**config.mk**
```make
export PLATFORM = sky130hd
export DESIGN_NAME = console_step_control
export DESIGN_NICKNAME = d
export VERILOG_FILES = /design/src/rtl/console_step_pkg.sv /design/src/rtl/console_step_control.sv /design/src/rtl/switch_sync.sv
export SDC_FILE = /design/constraint.sdc
export NUM_CORES = 1
export LEC_CHECK = 0
export ABC_AREA = 1
export CAP_MARGIN = 20
export CORE_MARGIN = 3
export CORE_UTILIZATION = 65
export CTS_BUF_LIST = sky130_fd_sc_hd__clkbuf_4
export CTS_CLUSTER_SIZE = 20
export DETAILED_ROUTE_END_ITERATION = 8
export DONT_BUFFER_PORTS = 1
export PLACE_DENSITY = 0.92
export SLEW_MARGIN = 30
export SYNTH_ARGS = -nofsm -noshare
export SYNTH_HDL_FRONTEND = slang
export SYNTH_HIERARCHICAL = 1
export SYNTH_SLANG_ARGS = --single-unit
export TNS_END_PERCENT = 1
```
**constraint.sdc**
```tcl
create_clock -name core_clk -period 1.43 [get_ports core_clk]
set_input_delay 0.143 -clock core_clk [delete_from_list [all_inputs] [get_ports core_clk]]
set_output_delay 0.143 -clock core_clk [all_outputs]
set_load 0.02 [all_outputs]
```
**src/rtl/console_step_pkg.sv**
```systemverilog
// constants and carrier types for the console step control block
// Summary of operation
// RULE1 - hold mode: step executes, advances counter, keeps instruction
// RULE2 - hold switch only when halted; maintenance forces
// RULE3 - switch-conditional jump/mark/execute need matching switch on
// RULE4 - condition switches ANDed with instruction bits 6-8
// RULE5 - break press in run forces fixed-location instruction
// RULE6 - resume after forced instruction unless jump or halt
// RULE7 - over-temperature cuts memory power, raises power-fail interrupt
// RULE8 - over-temperature lights restore lamp, darkens supply lamp
// RULE9 - restore by restore press or supply off-on
// RULE10 - step executes held instruction then fetches next
// RULE11 - counter holds address of next fetch
// RULE12 - step completes whole instruction including indirection
// RULE13 - held relative store writes successive locations
// RULE14 - block-transfer peripherals unreliable when stepped
// RULE15 - register entry and clear ignored while running
// RULE16 - step press in run halts, swaps lamps
// RULE17 - step press or halt instruction stops run
// RULE18 - switches synchronised, one event per press
package console_step_pkg;

  localparam int unsigned WORD_W          = 16;      // instruction word width
  localparam int unsigned SENSE_LSB       = 6;       // lowest sense-select bit
  localparam int unsigned SENSE_N         = 3;       // number of condition switches
  localparam int unsigned SW_N            = 7;       // synchronised switch count
  localparam logic [WORD_W-1:0] PC_RESET  = 16'h0000;// counter after reset
  localparam logic [WORD_W-1:0] IR_RESET  = 16'h0000;// instruction after reset

  // switch index into the synchronised vector
  localparam int unsigned SW_RUN     = 0;
  localparam int unsigned SW_STEP    = 1;
  localparam int unsigned SW_BREAK   = 2;
  localparam int unsigned SW_RESTORE = 3;
  localparam int unsigned SW_SUPPLY  = 4;
  localparam int unsigned SW_HOLD    = 5;
  localparam int unsigned SW_OVERT   = 6;

  // interrupt status bit positions
  localparam int unsigned EV_BREAK  = 0;
  localparam int unsigned EV_PFAIL  = 1;
  localparam int unsigned EV_HALT   = 2;
  localparam int unsigned EV_N      = 3;

  // register map of the plain software port
  localparam logic [3:0] REG_STATUS = 4'h0;  // sticky events, write one clears
  localparam logic [3:0] REG_MASK   = 4'h1;  // interrupt mask
  localparam logic [3:0] REG_STATE  = 4'h2;  // run/step/hold/power state
  localparam logic [3:0] REG_PC     = 4'h3;  // program counter
  localparam logic [3:0] REG_IR     = 4'h4;  // instruction register
  localparam logic [EV_N-1:0] MASK_RESET = 3'h0;

  // sequencer states, gray along run path
  typedef enum logic [2:0] {
    ST_HALT  = 3'b000,
    ST_EXEC  = 3'b001,
    ST_FETCH = 3'b011,
    ST_RUN   = 3'b010,
    ST_FORCE = 3'b110
  } seq_state_type;

  // request to the processor sequencer
  typedef struct packed {
    logic              exec;      // execute instruction in ir
    logic              fetch;     // fetch word at pc into ir
    logic              force_fix; // execute word at fixed location
    logic              cond_ok;   // switch condition satisfied
  } seq_req_type;

  // answer from the processor sequencer
  typedef struct packed {
    logic              done;      // whole instruction complete
    logic              is_jump;   // completed instruction was a jump
    logic              is_halt;   // completed instruction was halt
    logic              pc_adv;    // counter advance requested
    logic [WORD_W-1:0] pc_load;   // counter value after instruction
    logic [WORD_W-1:0] fetched;   // fetched instruction word
  } seq_ans_type;

  // lamp outputs
  typedef struct packed {
    logic run;
    logic step;
    logic hold;
    logic supply;
    logic restore;
  } lamp_type;

endpackage : console_step_pkg

```
**src/rtl/console_step_control.sv**
```systemverilog
// console run/step/hold control, sense gating, break and memory thermal power
//
// Decided for this implementation: the register addresses and the strobed register port.
`timescale 1ns/1ps
`default_nettype none
module console_step_control
  import console_step_pkg::*;
#(
  parameter int unsigned W = WORD_W      // instruction word width
) (
  input  wire logic              core_clk,
  input  wire logic              rst,
  // console switches, asynchronous
  input  wire logic              run_sw,
  input  wire logic              step_sw,
  input  wire logic              break_sw,
  input  wire logic              restore_sw,
  input  wire logic              supply_sw,
  input  wire logic              hold_sw,
  input  wire logic              maint_hold,
  input  wire logic [SENSE_N-1:0] sense_sw,
  input  wire logic              overtemp,
  input  wire logic              reg_entry_req,
  input  wire logic              reg_clear_req,
  // processor sequencer side
  input  wire logic              cond_inst,
  input  wire logic [W-1:0]      cur_inst,
  input  var  seq_ans_type       seq_ans,
  output seq_req_type            seq_req,
  output logic [W-1:0]           pc_r,
  output logic [W-1:0]           ir_r,
  output logic                   entry_allow,
  output logic                   clear_allow,
  output logic                   mem_power_on,
  output logic                   pfail_irq,
  output lamp_type               lamps,
  // software port
  input  wire logic [3:0]        reg_addr,
  input  wire logic [W-1:0]      reg_wdata,
  input  wire logic              reg_wr,
  input  wire logic              reg_rd,
  output logic [W-1:0]           reg_rdata,
  output logic                   irq
);

  initial begin
    if (W < SENSE_LSB + SENSE_N) $error("word too narrow for sense bits");
  end

  // synchronised switch vector
  logic [SW_N-1:0] sw_lvl;               // synchronised levels
  logic [SW_N-1:0] sw_rise;              // press pulses
  logic [SW_N-1:0] sw_fall;              // release pulses
  logic [SENSE_N-1:0] sense_m;           // sense first stage
  logic [SENSE_N-1:0] sense_s;           // sense synchronised
  logic            mhold_m;              // maintenance first stage
  logic            mhold_s;              // maintenance synchronised

  switch_sync #(.N(SW_N)) u_sync (
    .core_clk (core_clk),
    .rst      (rst),
    .sw_raw   ({overtemp, hold_sw, supply_sw, restore_sw, break_sw, step_sw, run_sw}),
    .sw_level (sw_lvl),
    .sw_rise  (sw_rise),
    .sw_fall  (sw_fall)
  );

  // sense and maintenance levels need only synchronising
  always_ff @(posedge core_clk) begin
    if (rst) begin
      sense_m <= '0;
      sense_s <= '0;
      mhold_m <= 1'b0;
      mhold_s <= 1'b0;
    end else begin
      sense_m <= sense_sw;
      sense_s <= sense_m;
      mhold_m <= maint_hold;
      mhold_s <= mhold_m;
    end
  end

  seq_state_type state_r;                // sequencer state
  seq_state_type state_nxt;
  logic          hold_r;                 // hold mode latch
  logic          step_pend_r;            // step requested while running
  logic          brk_pend_r;             // break waiting for run slot
  logic          mem_off_r;              // memory power cut by thermal trip
  logic          supply_off_seen_r;      // supply cycled off while tripped
  logic [EV_N-1:0] stat_r;               // sticky events
  logic [EV_N-1:0] mask_r;               // interrupt mask
  logic          halt_ev;                // halt instruction completed
  logic          trip_ev;                // thermal trip this cycle
  logic          hold_eff;               // effective hold mode
  logic          running;                // continuous operation

  assign running = (state_r == ST_RUN) || (state_r == ST_FORCE);

  // hold latch follows console only when halted in step
  always_ff @(posedge core_clk) begin
    if (rst) begin
      hold_r <= 1'b0;
    end else if (state_r == ST_HALT) begin
      hold_r <= sw_lvl[SW_HOLD];         // RULE2
    end
  end

  // maintenance input forces hold during continuous run
  assign hold_eff = (state_r == ST_HALT || state_r == ST_EXEC || state_r == ST_FETCH)
                    ? hold_r : mhold_s; // RULE2

  // condition: switches ANDed with bits 6-8, same in run and step
  assign seq_req.cond_ok = cond_inst
      & (|(sense_s & cur_inst[SENSE_LSB +: SENSE_N])); // RULE3 RULE4

  // step press remembered while running
  always_ff @(posedge core_clk) begin
    if (rst) begin
      step_pend_r <= 1'b0;
    end else if (state_r == ST_RUN && step_pend_r) begin
      step_pend_r <= 1'b0;
    end else if (running && sw_rise[SW_STEP]) begin
      step_pend_r <= 1'b1;               // RULE16
    end
  end

  // break press only counts in continuous run
  always_ff @(posedge core_clk) begin
    if (rst) begin
      brk_pend_r <= 1'b0;
    end else if (state_r == ST_FORCE) begin
      brk_pend_r <= 1'b0;
    end else if (state_r == ST_RUN && sw_rise[SW_BREAK]) begin
      brk_pend_r <= 1'b1;                // RULE5
    end
  end

  assign halt_ev = seq_ans.done && seq_ans.is_halt && state_r != ST_HALT;

  // sequencer next state
  always_comb begin
    state_nxt = state_r;
    case (state_r)
      ST_HALT: begin
        if (sw_rise[SW_RUN] && !mem_off_r) begin
          state_nxt = ST_RUN;
        end else if (sw_rise[SW_STEP] && !mem_off_r) begin
          state_nxt = ST_EXEC;           // RULE10
        end
      end
      ST_EXEC: begin
        // wait for whole instruction, indirection included
        if (seq_ans.done) begin
          state_nxt = hold_eff ? ST_HALT : ST_FETCH; // RULE12 RULE1
        end
      end
      ST_FETCH: begin
        if (seq_ans.done) begin
          state_nxt = ST_HALT;           // RULE10
        end
      end
      ST_RUN: begin
        if (step_pend_r || halt_ev || mem_off_r) begin
          state_nxt = ST_HALT;           // RULE16 RULE17
        end else if (brk_pend_r && seq_ans.done) begin
          state_nxt = ST_FORCE;          // RULE5
        end
      end
      ST_FORCE: begin
        if (seq_ans.done) begin
          state_nxt = (seq_ans.is_jump || seq_ans.is_halt) ? ST_HALT : ST_RUN; // RULE6
        end
      end
      default: state_nxt = ST_HALT;
    endcase
  end

  // state register
  always_ff @(posedge core_clk) begin
    if (rst) begin
      state_r <= ST_HALT;
    end else begin
      state_r <= state_nxt;
    end
  end

  // requests to the processor sequencer
  assign seq_req.exec      = (state_r == ST_EXEC) || (state_r == ST_RUN);
  assign seq_req.fetch     = (state_r == ST_FETCH);
  assign seq_req.force_fix = (state_r == ST_FORCE);

  // program counter: advances after each executed instruction except a forced non-jump
  always_ff @(posedge core_clk) begin
    if (rst) begin
      pc_r <= PC_RESET;
    end else if ((state_r == ST_EXEC || running) && seq_ans.done
                 && !(state_r == ST_FORCE && !seq_ans.is_jump)) begin
      pc_r <= seq_ans.pc_adv ? seq_ans.pc_load : pc_r; // RULE11 RULE13
    end
  end

  // instruction register: load on fetch unless held
  always_ff @(posedge core_clk) begin
    if (rst) begin
      ir_r <= IR_RESET;
    end else if (state_r == ST_FETCH && seq_ans.done) begin
      ir_r <= seq_ans.fetched;           // RULE10
    end else if (state_r == ST_RUN && seq_ans.done && !hold_eff) begin
      ir_r <= seq_ans.fetched;           // RULE1
    end
  end

  // console register entry gated off while running
  assign entry_allow = reg_entry_req & ~running; // RULE15
  assign clear_allow = reg_clear_req & ~running; // RULE15

  // thermal trip and power restore
  assign trip_ev = sw_rise[SW_OVERT] && !mem_off_r;

  always_ff @(posedge core_clk) begin
    if (rst) begin
      mem_off_r         <= 1'b0;
      supply_off_seen_r <= 1'b0;
    end else if (trip_ev) begin
      mem_off_r         <= 1'b1;         // RULE7
      supply_off_seen_r <= 1'b0;
    end else if (mem_off_r) begin
      if (sw_rise[SW_RESTORE] || (supply_off_seen_r && sw_rise[SW_SUPPLY])) begin
        mem_off_r <= 1'b0;               // RULE9
      end
      if (sw_fall[SW_SUPPLY]) begin
        supply_off_seen_r <= 1'b1;       // RULE9
      end
    end
  end

  assign mem_power_on = sw_lvl[SW_SUPPLY] & ~mem_off_r; // RULE7
  assign pfail_irq    = trip_ev;                       // RULE7

  // run and step lamps registered from next state, the others from hold and power state
  always_ff @(posedge core_clk) begin
    if (rst) begin
      lamps <= '0;
    end else begin
      lamps.run     <= (state_nxt == ST_RUN) || (state_nxt == ST_FORCE); // RULE17
      lamps.step    <= !((state_nxt == ST_RUN) || (state_nxt == ST_FORCE)); // RULE16
      lamps.hold    <= hold_r;
      lamps.supply  <= sw_lvl[SW_SUPPLY] & ~(mem_off_r | trip_ev); // RULE8
      lamps.restore <= mem_off_r | trip_ev; // RULE8
    end
  end

  // sticky status: set wins over write-one clear
  logic [EV_N-1:0] ev_vec;
  assign ev_vec = {halt_ev, trip_ev, (state_r == ST_RUN && sw_rise[SW_BREAK])};

  always_ff @(posedge core_clk) begin
    if (rst) begin
      stat_r <= '0;
    end else begin
      stat_r <= (stat_r & ~((reg_wr && reg_addr == REG_STATUS)
                            ? reg_wdata[EV_N-1:0] : '0)) | ev_vec;
    end
  end

  // mask register
  always_ff @(posedge core_clk) begin
    if (rst) begin
      mask_r <= MASK_RESET;
    end else if (reg_wr && reg_addr == REG_MASK) begin
      mask_r <= reg_wdata[EV_N-1:0];
    end
  end

  assign irq = |(stat_r & mask_r);

  // read data one cycle after strobe, zero otherwise
  always_ff @(posedge core_clk) begin
    if (rst) begin
      reg_rdata <= '0;
    end else if (reg_rd) begin
      case (reg_addr)
        REG_STATUS: reg_rdata <= W'(stat_r);
        REG_MASK:   reg_rdata <= W'(mask_r);
        REG_STATE:  reg_rdata <= W'({mem_off_r, hold_eff, running, state_r});
        REG_PC:     reg_rdata <= pc_r;
        REG_IR:     reg_rdata <= ir_r;
        default:    reg_rdata <= '0;
      endcase
    end else begin
      reg_rdata <= '0;
    end
  end

  // a step press while running ends the run within three cycles
  property p_step_halts;
    @(posedge core_clk) disable iff (rst)
      (state_r == ST_RUN && sw_rise[SW_STEP]) |-> ##[1:3] (state_r == ST_HALT);
  endproperty
  a_step_halts: assert property (p_step_halts) else $error("step did not halt run"); // RULE16

  // run lamp dark in the same cycle the halt state is reached
  property p_run_lamp;
    @(posedge core_clk) disable iff (rst)
      $rose(state_r == ST_HALT) |-> !lamps.run && lamps.step;
  endproperty
  a_run_lamp: assert property (p_run_lamp) else $error("run lamp lit while halted"); // RULE17

  // held instruction register unchanged across a step
  property p_hold_keeps_ir;
    @(posedge core_clk) disable iff (rst)
      (state_r == ST_EXEC && hold_eff && seq_ans.done) |=> $stable(ir_r) && state_r == ST_HALT;
  endproperty
  a_hold_keeps_ir: assert property (p_hold_keeps_ir) else $error("held ir reloaded"); // RULE1

  // trip cuts memory power next cycle and lights restore lamp
  property p_trip;
    @(posedge core_clk) disable iff (rst)
      trip_ev |=> !mem_power_on && lamps.restore && !lamps.supply;
  endproperty
  a_trip: assert property (p_trip) else $error("thermal trip not handled"); // RULE7 RULE8

  // restore press brings memory power back
  property p_restore;
    @(posedge core_clk) disable iff (rst)
      (mem_off_r && sw_rise[SW_RESTORE] && !trip_ev) |=> !mem_off_r;
  endproperty
  a_restore: assert property (p_restore) else $error("restore press ignored"); // RULE9

  // forced jump or halt instruction halts, else run
  property p_force_end;
    @(posedge core_clk) disable iff (rst)
      (state_r == ST_FORCE && seq_ans.done) |=>
        (state_r == ((($past(seq_ans.is_jump) || $past(seq_ans.is_halt))) ? ST_HALT : ST_RUN));
  endproperty
  a_force_end: assert property (p_force_end) else $error("wrong state after forced op"); // RULE6

  // entry never allowed while running
  property p_entry_block;
    @(posedge core_clk) disable iff (rst)
      running |-> !entry_allow && !clear_allow;
  endproperty
  a_entry_block: assert property (p_entry_block) else $error("entry accepted in run"); // RULE15

  // condition requires matching switch and bit
  property p_sense;
    @(posedge core_clk) disable iff (rst)
      seq_req.cond_ok |-> cond_inst && (sense_s & cur_inst[SENSE_LSB +: SENSE_N]) != '0;
  endproperty
  a_sense: assert property (p_sense) else $error("condition without switch"); // RULE4

endmodule : console_step_control
`default_nettype wire

```
**src/rtl/switch_sync.sv**
```systemverilog
// two-flop synchroniser and rising-edge detector for console switches
`timescale 1ns/1ps
`default_nettype none
module switch_sync
  import console_step_pkg::*;
#(
  parameter int unsigned N = SW_N        // switch count
) (
  input  wire logic         core_clk,
  input  wire logic         rst,
  input  wire logic [N-1:0] sw_raw,
  output logic      [N-1:0] sw_level,
  output logic      [N-1:0] sw_rise,
  output logic      [N-1:0] sw_fall
);

  logic [N-1:0] meta_r;                  // first stage, read only by sync_r
  logic [N-1:0] sync_r;                  // second stage
  logic [N-1:0] prev_r;                  // delayed copy for edges

  initial begin
    if (N < 1) $error("switch_sync needs at least one switch");
  end

  // synchronise, one pair of flops per switch
  genvar g;
  generate
    for (g = 0; g < N; g++) begin : g_sw
      always_ff @(posedge core_clk) begin
        if (rst) begin
          meta_r[g] <= 1'b0;
          sync_r[g] <= 1'b0;
          prev_r[g] <= 1'b0;
        end else begin
          meta_r[g] <= sw_raw[g];
          sync_r[g] <= meta_r[g];
          prev_r[g] <= sync_r[g];
        end
      end
      // one pulse per press edge
      assign sw_rise[g] = sync_r[g] & ~prev_r[g]; // RULE18
      assign sw_fall[g] = ~sync_r[g] & prev_r[g];
    end
  endgenerate

  assign sw_level = sync_r;

endmodule : switch_sync
`default_nettype wire

```
==> results_dict.tcl <==
set metrics [dict create \
    status "finished with violations" \
    violations_in_the_final_reports "setup timing" \
    max-clock-path-buffers 2 \
    root_buffer "clkbuf_4" \
    pre_cts_slack_ps -52.8 \
    setup_viol_count_final 15 \
    first_global_vias 3483 \
    filler_cell_count 252 \
    unrepaired_setup_endpoints_after_global_routing "true" \
    initial_utilization_pct 69.6 \
    total_congestion_overflow_after_global_routing 0 \
    vias 3513 \
    ios 152 \
    p_clk_share_pct 26.9 \
    cap_violations 0 \
    drt_pass1_iterations 5 \
    number_of_i_o_port_buffers 0 \
    nNetsFinal 670 \
    maxSlewViolCount 0 \
    clkSlewWorstSetupHoldPaths_ps 140 \
    via_per_inst 5.36 \
    routability_congestion_estimate_from_global_placement 0.888 \
    p_int_w 0.00343 \
    area_growth_syn_to_layout_pct 26.8 \
    tritoncts_num_sinks 95 \
    endpoint_kind "primary output" \
    postSynthCellCount 502 \
    mappedNetlistNets 592 \
    max-vdd-ir-drop_v 0.00114 \
    die_w_um 81.4 \
    initial_antenna_violation_count 0 \
    groute.usage.overall_pct 31.0 \
    num_antenna_cells 0 \
    synth-warning-count 6 \
    detail_route.drc_violations 0 \
    fin_worst_skew_ps 10.9 \
    leakagePower_nw 2.10 \
    detail_route.wirelength_um 10000 \
    synthesis.area_mm2 0.00369 \
    fin_total_pwr_w 0.00485 \
    switching_share_pct 29.4 \
    timing.final.crit_period_ps 1490 \
    critical_path.max_fanout 4 \
    share_of_cells_above_drive_strength_1_pct 13.3 \
    final.setup.worst_slack_ps -58.8 \
    grt_first_pass_wirelength_um 15500 \
    syn-mean-instance-area_um2 7.36 \
    cp.required_ps 1290 \
    power-per-cell-area_mw_per_mm2 1040 \
    clk-insertion-delay-late_ps 450 \
    worst_hold_path_type "in2reg" \
    sequentialPowerShare_pct 60.0 \
    worst_slew_margin_rel_pct 73.4 \
    worstPathArrival_ps 1350 \
    max_freq_mhz 672 \
    floorplan.core_area_mm2 0.00530 \
    finalHoldViolCount 0 \
    register_area_mm2 0.00191 \
    htreeDepth 3 \
    timing_worst_slew_pin_value_ps 397 \
    min_period_over_period_pct 104 \
    floorplan.die_area_mm2 0.00662 \
    cts_made_buffers 9 \
    die_height_um 81.4 \
    area_of_the_multi_input_gates_mm2 0.00142 \
    power_frac_comb_pct 13.1 \
    drt.antenna.violating_nets 0 \
    dp.final_hpwl_um 6280 \
    switching_power_of_the_nets_w 0.00142 \
    detail_route.iter0.violations 245 \
    critPathKind "reg2out" \
    cts_tree "yes" \
    grt_max_degree 44 \
    std_cell_rows 26 \
    crit_path_start_kind "register" \
    drt-wirelength-per-cell_um 15.3 \
    setup.reg_to_reg.worst_slack_ps -60 \
]
cell type report:
cell class              count  share of cell area (%)
flip-flops and latches     95                    40.9
multi-input cells         311                    30.3
repair buffers             86                    18.0
inverters                  77                    6.31
well taps                  70                    1.87
clock buffers               9                    1.44
clock inverters             7                    1.18
power by group through the flow:
stage                     combinational [W]  sequential [W]  clock, W
final                              0.000636         0.00291   0.00130
after global routing               0.000705         0.00292   0.00144
after CTS                          0.000605         0.00291   0.00132
after detailed placement           0.000413         0.00297         0
after global placement             0.000394         0.00296         0
after floorplan                    0.000339         0.00294         0
stage by stage:
step                utilization (%)  setup TNS (ps)  instance area [µm²]  instances  hold WS, ps
floorplan                         -               0                 3690        502          215
global placement               72.5               0                 3850        577          217
detailed placement             72.5            -107                 3850        577          219
CTS                            87.3            -421                 4630        653         1.53
global route                   88.3           -2550                 4680        655         13.9
finish                         88.3            -453                 4680        655         32.4
worst max-delay path, stage by stage (launching register included):
cell and delay [ps]:
dfxtp_4 410, nand2_1 90, nor2_2 150, buf_4 130
buf_4 120
per-layer routing:
metal | wire, µm | vias to the layer above | track usage [%] | part of all wire, %
li1 | - | 1676 | - | -
met1 | 3780 | 1597 | 32.8 | 38
met2 | 4880 | 202 | 53.0 | 49
met3 | 1020 | 38 | 12.1 | 10
met4 | 335 | 0 | 15.9 | 3.3
met5 | 0 | - | 0 | 0
worst paths after layout:
path / from / endpoint / cells after the start
max: state_r[1] / seq_req[2] / 4
min reg2reg: sense_m[1] / sense_s[1] / 2
min: seq_ans[33] / state_r[1] / 5
max reg2reg: state_r[0] / pc_r[11] / 10
repair_timing:
item | in CTS | in global routing
pin swaps | 4 | 1
endpoints found under the hold margin | 76 | 1
hold buffers | 53 | 2
resized for setup | 24 | 13
setup buffers | 7 | 0
endpoints found under the setup margin | 25 | 40
registers in the layout, summed over array words and instances, names as in the netlist:
name / cells
ir_r: 16
pc_r: 16
reg_rdata: 16
u_sync/meta_r: 7
u_sync/sw_level: 7
u_sync/prev_r: 6
lamps: 5
mask_r: 3
sense_m: 3
sense_s: 3
stat_r: 3
state_r: 3
brk_pend_r: 1
hold_r: 1
mem_off_r: 1
mhold_m: 1
mhold_s: 1
step_pend_r: 1
supply_off_seen_r: 1
cell usage in the layout, fill, tap and decap left out, drive strengths merged:
cell type    instances
nor2               125
nand2              103
dfxtp               95
inv                 78
dlygate4sd3         54
buf                 32
a21oi               25
o21ai               24
nand3               19
clkbuf               9
clkinv               5
nand4                4
nor3                 3
o211ai               3
o22ai                1
a211oi               1
nand3b               1
nor4                 1
a31oi                1
clkinvlp             1
No activity file was read; power rests on OpenSTA's default activity.
